**src/core/ovlirq_pkg.sv**
```systemverilog
// Purpose: shared constants and types of the overlay DMA interrupt registers
// Assumes: 32-bit classic Wishbone, byte addresses, one clock domain
// Notes:   event bits sit in three groups of five, one group per plane
package ovlirq_pkg;

  // ==========================================================
  // geometry
  localparam int unsigned PLANES = 3;
  localparam int unsigned EVENTS = 5;
  localparam int unsigned PLANE_STRIDE = 8;
  localparam int unsigned EVT_FIRST = 2;

  // ==========================================================
  // register byte addresses
  localparam logic [31:0] OFS_CHAN_EN = 32'hF803_8280;
  localparam logic [31:0] OFS_CHAN_SR = 32'hF803_8288;
  localparam logic [31:0] OFS_IRQ_EN = 32'hF803_828C;
  localparam logic [31:0] OFS_IRQ_DIS = 32'hF803_8290;
  localparam logic [31:0] OFS_IRQ_MASK = 32'hF803_8294;
  localparam logic [31:0] OFS_IRQ_STAT = 32'hF803_8298;
  localparam logic [31:0] OFS_HEAD = 32'hF803_829C;
  localparam logic [31:0] OFS_IRQ_CLR = 32'hF803_82F0;

  // ==========================================================
  // field positions and reset values
  localparam int unsigned BIT_QUEUE = 2;
  localparam int unsigned HEAD_LSB = 2;
  localparam logic [31:0] EVT_BITS = 32'h007C_7C7C;
  localparam logic [31:0] MASK_RST = 32'h0000_0000;
  localparam logic [31:0] STAT_RST = 32'h0000_0000;
  localparam logic [29:0] HEAD_RST = 30'h0000_0000;
  localparam logic [31:0] RD_UNMAPPED = 32'h0000_0000;

  // ==========================================================
  // types
  // xfer_end is the lowest bit of each group
  typedef struct packed {
    logic overflow;
    logic list_end;
    logic head_loaded;
    logic desc_loaded;
    logic xfer_end;
  } ovlirq_evt_t;

  typedef enum logic {
    Q_IDLE = 1'b0,
    Q_PEND = 1'b1
  } ovlirq_q_state_t;

endpackage

```
**src/core/ovlirq_flags.sv**
```systemverilog
// Purpose: sticky event flags, interrupt mask and request output
// Assumes: event pulses come from logic on the same clock
// Notes:   a new event always wins over a clear in the same cycle
`timescale 1ns/1ps
module ovlirq_flags #(
  parameter int unsigned PLANES = ovlirq_pkg::PLANES,
  parameter int unsigned EVENTS = ovlirq_pkg::EVENTS,
  parameter int unsigned STRIDE = ovlirq_pkg::PLANE_STRIDE,
  parameter int unsigned FIRST = ovlirq_pkg::EVT_FIRST
) (
  input wire logic clk_i,
  input wire logic rst_i,
  input wire logic [PLANES*EVENTS-1:0] evt_i,
  input wire logic [31:0] mask_set_i,
  input wire logic [31:0] mask_clr_i,
  input wire logic [31:0] stat_clr_i,
  output logic [31:0] mask_o,
  output logic [31:0] stat_o,
  output logic irq_o
);

  // ==========================================================
  // elaboration check
  if (EVENTS > STRIDE || FIRST + (PLANES - 1) * STRIDE + EVENTS > 32) begin : g_bad
    $error("event groups do not fit a 32-bit word");
  end

  // ==========================================================
  // event placement
  logic [31:0] set_w;
  logic [31:0] stat_q;
  logic [31:0] mask_q;

  for (genvar p = 0; p < 32; p++) begin : g_bit
    localparam int unsigned REL = (p >= FIRST) ? p - FIRST : 0;
    localparam bit VALID = (p >= FIRST) && (REL % STRIDE < EVENTS) && (REL / STRIDE < PLANES);
    if (VALID) begin : g_on
      assign set_w[p] = evt_i[(REL / STRIDE) * EVENTS + REL % STRIDE];
    end else begin : g_off
      assign set_w[p] = 1'b0;
    end
  end

  // ==========================================================
  // flags and mask
  always_ff @(posedge clk_i) begin
    if (rst_i) begin
      stat_q <= ovlirq_pkg::STAT_RST;
      mask_q <= ovlirq_pkg::MASK_RST;
    end else begin
      stat_q <= (stat_q & ~stat_clr_i) | set_w;
      mask_q <= ((mask_q & ~mask_clr_i) | mask_set_i) & ovlirq_pkg::EVT_BITS;
    end
  end

  assign mask_o = mask_q;
  assign stat_o = stat_q;
  assign irq_o = |(stat_q & mask_q);

endmodule

```
**src/core/ovlirq_regs.sv**
```systemverilog
// Purpose: register front end of the overlay layer DMA interrupt logic
// Assumes: classic Wishbone slave, 32-bit data, full byte addresses
// Notes:   every access is answered one cycle after the request
`timescale 1ns/1ps
module ovlirq_regs (
  input wire logic clk_i,
  input wire logic rst_i,

  // wishbone slave
  input wire logic wb_cyc_i,
  input wire logic wb_stb_i,
  input wire logic wb_we_i,
  input wire logic [3:0] wb_sel_i,
  input wire logic [31:0] wb_adr_i,
  input wire logic [31:0] wb_dat_i,
  output logic [31:0] wb_dat_o,
  output logic wb_ack_o,

  // per-plane events from the dma channels
  input ovlirq_pkg::ovlirq_evt_t luma_evt_i,
  input ovlirq_pkg::ovlirq_evt_t chroma_u_evt_i,
  input ovlirq_pkg::ovlirq_evt_t chroma_v_evt_i,

  // descriptor queue handshake
  input wire logic head_queued_i,
  output logic queue_head_request_o,
  output logic [31:0] head_ptr_o,

  // interrupt
  output logic irq_o
);

  // ==========================================================
  // bus request decode
  logic ack_q;
  logic [31:0] rdat_q;

  wire req_w = wb_cyc_i & wb_stb_i;
  // a new request is taken once, the answer follows on the next edge
  wire req_new_w = req_w & ~ack_q;
  // writes act on the edge where the master samples ack
  wire wr_fire_w = req_w & ack_q & wb_we_i;
  wire rd_new_w = req_new_w & ~wb_we_i;

  wire hit_chan_en_w = (wb_adr_i == ovlirq_pkg::OFS_CHAN_EN);
  wire hit_chan_sr_w = (wb_adr_i == ovlirq_pkg::OFS_CHAN_SR);
  wire hit_irq_en_w = (wb_adr_i == ovlirq_pkg::OFS_IRQ_EN);
  wire hit_irq_dis_w = (wb_adr_i == ovlirq_pkg::OFS_IRQ_DIS);
  wire hit_irq_mask_w = (wb_adr_i == ovlirq_pkg::OFS_IRQ_MASK);
  wire hit_irq_stat_w = (wb_adr_i == ovlirq_pkg::OFS_IRQ_STAT);
  wire hit_head_w = (wb_adr_i == ovlirq_pkg::OFS_HEAD);
  wire hit_irq_clr_w = (wb_adr_i == ovlirq_pkg::OFS_IRQ_CLR);

  // ==========================================================
  // byte lanes
  logic [31:0] lane_mask_w;

  for (genvar b = 0; b < 4; b++) begin : g_lane
    assign lane_mask_w[8*b +: 8] = {8{wb_sel_i[b]}};
  end

  wire [31:0] wdat_w = wb_dat_i & lane_mask_w;

  // ==========================================================
  // write strobes
  wire wr_chan_en_w = wr_fire_w & hit_chan_en_w;
  wire wr_irq_en_w = wr_fire_w & hit_irq_en_w;
  wire wr_irq_dis_w = wr_fire_w & hit_irq_dis_w;
  wire wr_head_w = wr_fire_w & hit_head_w;
  wire wr_irq_clr_w = wr_fire_w & hit_irq_clr_w;

  // enable and disable ports store nothing, they only steer the mask
  // enable write sets mask
  wire [31:0] mask_set_w = wr_irq_en_w ? wdat_w : 32'h0000_0000;
  wire [31:0] mask_clr_w = wr_irq_dis_w ? wdat_w : 32'h0000_0000;

  // ==========================================================
  // event flags
  logic [31:0] mask_w;
  logic [31:0] stat_w;
  logic [31:0] stat_clr_w;
  logic [ovlirq_pkg::PLANES*ovlirq_pkg::EVENTS-1:0] evt_w;

  // each plane group is xfer_end, desc_loaded, head_loaded,
  // list_end, overflow from its lowest bit upward
  // luma group at bit 2
  // U/UV in the middle, V on top
  assign evt_w = {chroma_v_evt_i, chroma_u_evt_i, luma_evt_i};

  // read takes the flags it returns
  assign stat_clr_w = (rd_new_w & hit_irq_stat_w ? stat_w : 32'h0000_0000)
                    | (wr_irq_clr_w ? wdat_w : 32'h0000_0000);

  ovlirq_flags #(
    .PLANES(ovlirq_pkg::PLANES),
    .EVENTS(ovlirq_pkg::EVENTS),
    .STRIDE(ovlirq_pkg::PLANE_STRIDE),
    .FIRST(ovlirq_pkg::EVT_FIRST)
  ) u_flags (
    .clk_i(clk_i),
    .rst_i(rst_i),
    .evt_i(evt_w),
    .mask_set_i(mask_set_w),
    .mask_clr_i(mask_clr_w),
    .stat_clr_i(stat_clr_w),
    .mask_o(mask_w),
    .stat_o(stat_w),
    .irq_o(irq_o)
  );

  // ==========================================================
  // head pointer
  logic [29:0] head_q;

  always_ff @(posedge clk_i) begin
    if (rst_i) begin
      head_q <= ovlirq_pkg::HEAD_RST;
    end else if (wr_head_w) begin
      head_q <= (head_q & ~lane_mask_w[31:ovlirq_pkg::HEAD_LSB])
              | wdat_w[31:ovlirq_pkg::HEAD_LSB];
    end
  end

  wire [31:0] head_word_w = {head_q, 2'b00};

  assign head_ptr_o = head_word_w;

  // ==========================================================
  // add-to-queue request
  ovlirq_pkg::ovlirq_q_state_t q_state_q;
  ovlirq_pkg::ovlirq_q_state_t q_state_d;

  wire queue_req_w = wr_chan_en_w & wdat_w[ovlirq_pkg::BIT_QUEUE];

  always_comb begin
    q_state_d = q_state_q;
    unique case (q_state_q)
      ovlirq_pkg::Q_IDLE: begin
        if (queue_req_w) begin
          q_state_d = ovlirq_pkg::Q_PEND;
        end
      end
      ovlirq_pkg::Q_PEND: begin
        // a fresh request in the same cycle keeps it pending
        if (head_queued_i && !queue_req_w) begin
          q_state_d = ovlirq_pkg::Q_IDLE;
        end
      end
    endcase
  end

  always_ff @(posedge clk_i) begin
    if (rst_i) begin
      q_state_q <= ovlirq_pkg::Q_IDLE;
    end else begin
      q_state_q <= q_state_d;
    end
  end

  wire queue_pend_w = (q_state_q == ovlirq_pkg::Q_PEND);

  assign queue_head_request_o = queue_pend_w;

  // ==========================================================
  // read data selection
  logic [31:0] chan_sr_w;

  always_comb begin
    chan_sr_w = 32'h0000_0000;
    chan_sr_w[ovlirq_pkg::BIT_QUEUE] = queue_pend_w;
  end

  // write-only and unmapped addresses read as zero
  // mask readout
  wire [31:0] rd_mask_w = hit_irq_mask_w ? mask_w : ovlirq_pkg::RD_UNMAPPED;
  wire [31:0] rd_stat_w = hit_irq_stat_w ? stat_w : ovlirq_pkg::RD_UNMAPPED;
  wire [31:0] rd_head_w = hit_head_w ? head_word_w : ovlirq_pkg::RD_UNMAPPED;
  wire [31:0] rd_chan_w = hit_chan_sr_w ? chan_sr_w : ovlirq_pkg::RD_UNMAPPED;

  wire [31:0] rd_mux_w = rd_mask_w | rd_stat_w | rd_head_w | rd_chan_w;

  // ==========================================================
  // answer
  always_ff @(posedge clk_i) begin
    if (rst_i) begin
      ack_q <= 1'b0;
    end else begin
      ack_q <= req_new_w;
    end
  end

  // status is sampled on the same edge that clears it, so no event is lost
  always_ff @(posedge clk_i) begin
    if (rst_i) begin
      rdat_q <= 32'h0000_0000;
    end else if (rd_new_w) begin
      rdat_q <= rd_mux_w;
    end else if (!req_w) begin
      rdat_q <= 32'h0000_0000;
    end
  end

  assign wb_ack_o = ack_q;
  assign wb_dat_o = rdat_q;

endmodule

```
**config.mk**
```make
export PLATFORM = sky130hd
export DESIGN_NAME = ovlirq_regs
export DESIGN_NICKNAME = d
export VERILOG_FILES = /design/src/core/ovlirq_pkg.sv /design/src/core/ovlirq_flags.sv /design/src/core/ovlirq_regs.sv
export SDC_FILE = /design/constraint.sdc
export NUM_CORES = 1
export LEC_CHECK = 0
export ABC_CLOCK_PERIOD_IN_PS = 1800
export BUFFER_PORTS_ARGS = -buffer_cell sky130_fd_sc_hd__buf_2
export CAP_MARGIN = 20
export CORE_MARGIN = 8
export CORE_UTILIZATION = 44
export CTS_CLUSTER_DIAMETER = 200
export CTS_CLUSTER_SIZE = 28
export DETAILED_ROUTE_END_ITERATION = 10
export PLACE_DENSITY = 0.8
export SLEW_MARGIN = 20
export SYNTH_ARGS = -nofsm -noshare
export SYNTH_HDL_FRONTEND = slang
export SYNTH_SLANG_ARGS = --single-unit
```
**constraint.sdc**
```tcl
create_clock -name clk_i -period 1.8 [get_ports clk_i]
set_input_delay 0.09 -clock clk_i [delete_from_list [all_inputs] [get_ports clk_i]]
set_output_delay 0.09 -clock clk_i [all_outputs]
set_load 0.01 [all_outputs]
```
Word-level counts from Yosys, hierarchy flattened
Index checks and enable logic that the tools add are counted.
- eq/ne operators: 9
- multiplexer cells: 13
- bitwise logic cells: 30
- reduce and logical (&&, ||, !) cells: 3
- operators by type and width (cell ; number):
    $eq 32x32->1 const B ; 8
    $mux 32 ; 6
    $or 32x32->32 ; 3
    $mux 23 ; 3
    $and 32x32->32 ; 2
    $and 32x23->32 ; 1
    $not 32->32 ; 1
    $or 32x23->32 ; 1
    $or 32x3->32 ; 1
    $reduce_or 32->1 ; 1
    $and 30x30->30 ; 1
    $not 30->30 ; 1
    $or 30x30->30 ; 1
    $and 23x23->23 ; 1
    $not 23->23 ; 1
    $or 23x23->23 ; 1
    $and 1x1->1 ; 12
    $mux 3 ; 1
    $not 1->1 ; 3
    $mux 1 ; 2
    $ne 2x1->1 const B ; 1
    $pmux 1 s2 ; 1
    $logic_and 1x1->1 ; 1
    $logic_not 1->1 ; 1
- register bits: 111
- input port bits: 89
- word-level logic and storage cells: 61

Longest topological paths before layout
Gate-level depths: netlist of run 1.
- depth after elaboration: 9
- gate-level depth with buffers: 8
- depth with buffers taken out: 5

Cells and area by module
A second synthesis of run 1 with hierarchy kept.
- cells, all modules: 708
- area, all modules: 5393.9 µm²
- modules (own cells, without submodules) (module ; times used ; cells each ; area each (µm²)):
    ovlirq_regs ; 1 ; 522 ; 3724.8
    ovlirq_flags ; 1 ; 186 ; 1669.1

Worst setup path before layout of run 1
Ideal clock, no wire load.
- path type: reg2reg
- start point: register ack_q (netlist: wb_ack_o)
- end point: register u_flags.stat_q[24] (netlist: u_flags.stat_o[24])
- setup time: 0.123 ns
- data arrival time: 1.648 ns
- data required time: 1.677 ns
- slack: 0.029 ns
- stages on the path, launching flop included: 8
- clock period less this slack: 1.771 ns
- cell sequence: dfxtp_1 > and4_1 > clkbuf_2 > nand4_1 > nor3_4 > and2_1 > clkbuf_2 > a211oi_1
- word-level cells in the longest chain between the ends: 9
- RTL lines (item ; line ; RTL):
    start, declared ; ovlirq_regs.sv:35 ; logic ack_q;
    start signal, assigned ; ovlirq_regs.sv:188 ; ack_q <= req_new_w;
    $not 1->1 ; ovlirq_regs.sv:40 ; wire req_new_w = req_w & ~ack_q;
    $and 1x1->1 ; ovlirq_regs.sv:40 ;
    $and 1x1->1 ; ovlirq_regs.sv:43 ; wire rd_new_w = req_new_w & ~wb_we_i;
    $and 1x1->1 ; ovlirq_regs.sv:91 ; assign stat_clr_w = (rd_new_w & hit_irq_stat_w ? stat_w : 32'h0000_0000)
    $mux 32 ; ovlirq_regs.sv:91 ;
    $or 32x32->32 * ; ovlirq_regs.sv:92 ; | (wr_irq_clr_w ? wdat_w : 32'h0000_0000);
    $not 32->32 * ; ovlirq_flags.sv:51 ; stat_q <= (stat_q & ~stat_clr_i) | set_w;
    $and 32x32->32 * ; ovlirq_flags.sv:51 ;
    $or 32x23->32 * ; ovlirq_flags.sv:51 ;
    end signal, assigned ; ovlirq_flags.sv:48 ; stat_q <= ovlirq_pkg::STAT_RST;
    end signal, assigned ; ovlirq_flags.sv:51 ;
    end, declared ; ovlirq_flags.sv:31 ; logic [31:0] stat_q;
Mark *: on every way between the ends. The rest lies on a longest branch, timed or not.
A chain may end at the register's enable or synchronous reset.

Worst setup path after layout of run 1
- start point: register u_flags.mask_q[12] (netlist: u_flags.mask_o[12])
- end point: output port irq_o
- word-level cells in the longest chain between the ends: 2
- RTL lines (item ; line ; RTL):
    start, declared ; ovlirq_flags.sv:32 ; logic [31:0] mask_q;
    start signal, assigned ; ovlirq_flags.sv:49 ; mask_q <= ovlirq_pkg::MASK_RST;
    start signal, assigned ; ovlirq_flags.sv:52 ; mask_q <= ((mask_q & ~mask_clr_i) | mask_set_i) & ovlirq_pkg::EVT_BITS;
    $and 32x23->32 ; ovlirq_flags.sv:58 ; assign irq_o = |(stat_q & mask_q);
    $reduce_or 32->1 ; ovlirq_flags.sv:58 ;
    end, declared ; ovlirq_regs.sv:30 ; output logic irq_o
Every way passes these cells.

==> impl_metrics.toml, run 1 <==
[place]
placed_cell_area_um2 = 5930
port_buffers = 153
hpwl_um = 12000
post-place-ws_ps = -35.4
gp_congestion = 0.874

[timing]
fmax_mhz = 587
min_period_ps = 1700
drv_slew = 0
period_share_pct = 94.7
rsz0062_at_grt = "no"
fin_ws_ps = 95.8
finalSetupViolCount = 0
hold_violations = 0
tns_ps = 0
finalClockSkew_ps = 5.98

[critical_path]
reg2reg_depth = 6
r2r_slack_ps = 170
cp.arrival_ps = 1610
crit_start = "u_flags.mask_o[12]"
slowest_delay_ps = 370
startpoint_type = "flop"
critPathBufInv = 1
required_ps = 1710
slowest_stage = "a222oi_1"
worstSetupEndpointType = "primary output"
crit_chain = "a222oi_1, and3_1, nand4_1, buf_2"
timing.rr.end = "u_flags.mask_o[2]"
r2r-start = "wb_ack_o"
crit_family = "compound AO/OA/AOI/OAI gates"
critPathMaxFanout = 3
critPathKind = "flop to primary output"

[layout]
final_area_um2 = 6600
drive_gt1_share_pct = 29.6
nets = 833
areaGrowthSynthToFinish_pct = 36.0

[global_routing]
antenna_found_initial = 1
grt_max_degree = 35
grt_first_pass_wirelength_um = 26300
overflow = 0
grt_usage_pct = 22.4
first_global_vias = 5183

[floorplan]
dieWidth_um = 121
ios = 156
initial_core_util_pct = 45.0
row_count = 38
die_y_um = 121
core-area_um2 = 10800
die-area_um2 = 14700

[clock_network]
cts_setup_buffers = 0
clk_pin_slew_ps = 110
root_buffer = "clkbuf_8"
cts_max_path_buffers = 2
cts_sinks = 111
cts_tree = "done"
cts.htree.levels = 3
clk_latency_ps = 380
cts_inserted_buffers = 9

[route]
num_vias = 4982
wl_per_cell_um = 18.4
drt-total-wl_um = 16400
drc = 0
drt_iter0_drc = 610
detail-route-antenna-nets = 0
vias_per_cell = 5.60
drtPass1Iterations = 5

[synth]
synth-edff-count = 0
synth_top_cell_by_area = "dfxtp_1"
synthArstFlopShare_pct = 0
synth.top_cells.by_count = "111 x dfxtp_1, 70 x nor2_1, 48 x nand2_1, 48 x o21ai_0, 34 x mux2i_1"
synthMostInstantiatedCell = "dfxtp_1"
synth.area.top_cells = "dfxtp_1 46%, mux2i_1 7.0%, nor2_1 5.4%, o21ai_0 4.9%, a22oi_1 4.6%"
synth_top_area_share_pct = 45.8
synth_cell_types = 48
yosysWarnings = 0
yosys_register_bits = 111
syn_area_um2 = 4860
synthFlopType = "dfxtp_1"
syn_inst = 540
yosysSeqAreaShare_pct = 45.8
post_synth.cell_area_avg_um2 = 8.99

[worst_hold_path]
min_path_type = "input port to flop"
worstHoldEndpoint = "u_flags.stat_o[19]"
hold_path_depth = 3
min_from = "chroma_v_evt_i[1]"

[power_and_ir_drop]
finalPower_uw = 4450
irDropWorstVdd_mv = 0.520
cellPowerDensity_nw_per_um2 = 674
p_leak_uw = 0.00276

[run_status]
status = "finished, final reports clean"

[job]
drv_cap = 0
==> per-stage QoR <==
| stage | utilization (%) | hold slack [ps] | instances |
|---|---|---|---|
| after floorplan | - | 181 | 541 |
| after global placement | 54.9 | 289 | 827 |
| after detailed placement | 54.9 | 293 | 827 |
| after global routing | 61.2 | 13.7 | 890 |
| after CTS | 61.1 | 2.06 | 889 |
| final | 61.2 | 13.5 | 890 |
==> layout by cell type, fill, tap and decap left out, types with 4 or more instances in the layout <==
cell type      count
dfxtp_1          109
a221oi_1           4
a22o_1            10
nand2_1           48
inv_1             21
o21ai_0           48
buf_4             24
buf_2            153
nor3_4             6
a211oi_1          25
nand4_1           10
nor2b_1           15
buf_12             7
nor2_1            68
dlygate4sd3_1     46
a22oi_1           30
clkbuf_8           9
a21oi_1           24
mux2i_1           34
a311oi_1           9
==> logic make-up (layout without fill, tap and decap cells) <==
group / count (synthesis) / after routing / synth area share [%]
muxes: 35 / 35 / 7.24
buffers and inverters: 59 / 267 / 5.77
and+or+nand+nor: 178 / 178 / 20.1
other: 1 / 3 / 0.0772
AOI/OAI and AO/OA: 156 / 156 / 21.1
DFF: 111 / 111 / 45.8
==> tightest hold or removal path: stages <==
cell	delay, ps
buf_2	110
nor2_1	90
a211oi_1	50
==> worst max-delay path by stage <==
stage / to / slack (ps) / cells past startpoint
after global routing: irq_o / 4 / 4
final: irq_o / 100 / 4
after floorplan: u_flags.stat_o[24] / 30 / 7
after global placement: u_flags.stat_o[26] / 50 / 8
after CTS: u_flags.stat_o[26] / 50 / 5
after detailed placement: u_flags.mask_o[6] / -40 / 8
==> area by class of cell <==
type	count	area [µm²]
repair buffers	230	1550
diodes	1	2.50
clock inverters	7	78.8
inverters	21	78.8
clock buffers	9	124
multi-input cells	371	2370
well taps	140	175
fillers	919	4190
flip-flops and latches	111	2220
==> metal layers <==
metal	wire (µm)	vias to the layer above	global-route usage, %
met5	0	-	0
met4	405	0	8.27
met3	1380	41	5.72
met2	8180	261	38.7
met1	6400	2332	26.1
li1	-	2348	-
==> power by group <==
part,switching [µW],internal (µW)
clock,887,661
sequential,25.5,2480
combinational,200,193
total,1110,3340
==> timing repair <==
action | in CTS | in global routing
setup endpoints to repair | 0 | 37
hold buffers | 46 | 0
hold endpoints to repair | 58 | 0
gates resized for setup | 0 | 6
(Power assumes the default switching activity.)
==> run 2: changes to the inputs <==
--- a/config.mk
+++ b/config.mk
@@ -13,7 +13,8 @@
 export CTS_CLUSTER_DIAMETER = 200
 export CTS_CLUSTER_SIZE = 28
 export DETAILED_ROUTE_END_ITERATION = 10
-export PLACE_DENSITY = 0.8
+export PLACE_DENSITY = 0.71
+export SETUP_SLACK_MARGIN = 0.05
 export SLEW_MARGIN = 20
 export SYNTH_ARGS = -nofsm -noshare
 export SYNTH_HDL_FRONTEND = slang
==> impl_metrics.toml, run 2 (synthesis gave the netlist of run 1 again) <==
[layout]
final_cells = 891
nets = 834
final_common_cell = "buf_2"
drive_gt1_share_pct = 29.2
areaGrowthSynthToFinish_pct = 36.7
layout_common_cells = "153 x buf_2, 109 x dfxtp_1, 68 x nor2_1, 49 x dlygate4sd3_1"
final_core_util_pct = 61.5

[clock_network]
clk_pin_slew_ps = 100
cts_inserted_buffers = 9
clk_latency_ps = 370
cts_sinks = 111
cts.htree.levels = 3
cts_setup_buffers = 0
root_buffer = "clkbuf_8"
cts_tree = "done"
cts_max_path_buffers = 2

[global_routing]
overflow = 0
antenna_found_initial = 0
first_global_vias = 4950
grt_first_pass_wirelength_um = 25600
grt_max_degree = 40
grt_usage_pct = 21.5

[floorplan]
core-area_um2 = 10800
ios = 156
initial_core_util_pct = 45.0
row_count = 38
die-area_um2 = 14700
die_y_um = 121
dieWidth_um = 121

[timing]
tns_ps = 0
fmax_mhz = 599
min_period_ps = 1670
period_share_pct = 92.8
finalClockSkew_ps = 7.62
drv_slew = 0
finalSetupViolCount = 0
hold_violations = 0
rsz0062_at_grt = "no"
fin_ws_ps = 129

[place]
gp_congestion = 0.888
port_buffers = 153
hpwl_um = 11400
post-place-ws_ps = -14.3
dp.cells = 825

[critical_path]
critPathBufInv = 1
critPathKind = "flop to primary output"
slowest_delay_ps = 380
reg2reg_depth = 5
critPathMaxFanout = 3
r2r_slack_ps = 140
slowest_stage = "a222oi_1"
crit_family = "compound AO/OA/AOI/OAI gates"
crit_chain = "a222oi_1, and3_1, nand4_1, buf_2"
required_ps = 1710
crit_cells = 4
cp.arrival_ps = 1580
worstSetupEndpointType = "primary output"
startpoint_type = "flop"

[route]
drc = 0
wl_per_cell_um = 17.7
detail-route-antenna-nets = 0
vias_per_cell = 5.44
drtPass1Iterations = 5
drt_iter0_drc = 382
drt-total-wl_um = 15800
num_vias = 4846

[power_and_ir_drop]
irDropWorstVdd_mv = 0.851
p_leak_uw = 0.00277
cellPowerDensity_nw_per_um2 = 670
finalPower_uw = 4440

[run_status]
status = "finished, final reports clean"

[worst_hold_path]
min_path_type = "input port to flop"
hold_path_depth = 3

[job]
drv_cap = 0
[run 2: cell count changes in the layout (fill, tap and decap cells not counted), sizes merged]
cell / delta
inv: -2
clkinv: +1
dlygate4sd3: +3
clkinvlp: -1
clkbuf: +2
buf: -2
[run 2: final timing paths]
kind,start,to
min reg2reg,u_flags.stat_o[30],u_flags.stat_o[30]
max,u_flags.mask_o[12],irq_o
max reg2reg,wb_ack_o,u_flags.stat_o[24]
min,chroma_v_evt_i[2],u_flags.stat_o[20]
[run 2: report_power, final]
part / internal [µW] / switching, µW / total, µW / leakage [µW]
Sequential: 2480 / 25.2 / 2510 / 0.000900
Clock: 697 / 852 / 1550 / 0.000102
Combinational: 193 / 195 / 388 / 0.00177
Total: 3370 / 1070 / 4440 / 0.00277
[run 2: cell type report]
type | count | area, µm²
diodes | 1 | 2.50
clock buffers | 11 | 141
clock inverters | 5 | 66.3
fillers | 916 | 4150
inverters | 21 | 78.8
multi-input cells | 371 | 2380
flip-flops and latches | 111 | 2220
well taps | 140 | 175
repair buffers | 231 | 1570
[run 2: what timing repair did]
action / CTS / global route
setup endpoints to repair: 0 / 16
hold buffers: 49 / 0
hold endpoints to repair: 64 / 0
gates resized for setup: 0 / 4
[run 2: layer usage]
| layer | vias up | part of all wire (%) | track usage [%] |
|---|---|---|---|
| met5 | - | 0 | 0 |
| met2 | 171 | 50 | 37.2 |
| met4 | 0 | 1.2 | 5.70 |
| met3 | 15 | 7.2 | 5.07 |
| met1 | 2304 | 42 | 26.2 |
| li1 | 2356 | - | - |
[run 2: worst register-to-register path: stages (launching register included)]
cell and delay, ps:
dfxtp_2 360, and4_2 290, nand4_1 200, nor3_4 240, and2_1 330, a211oi_1 130
[run 2: stage by stage]
| step | cell area, µm² | hold WS (ps) |
|---|---|---|
| final | 6640 | 16.9 |
| after global routing | 6640 | 34.4 |
| after CTS | 6630 | 1.72 |
| after detailed placement | 5930 | 290 |
| after global placement | 5930 | 292 |
| after floorplan | 4870 | 181 |
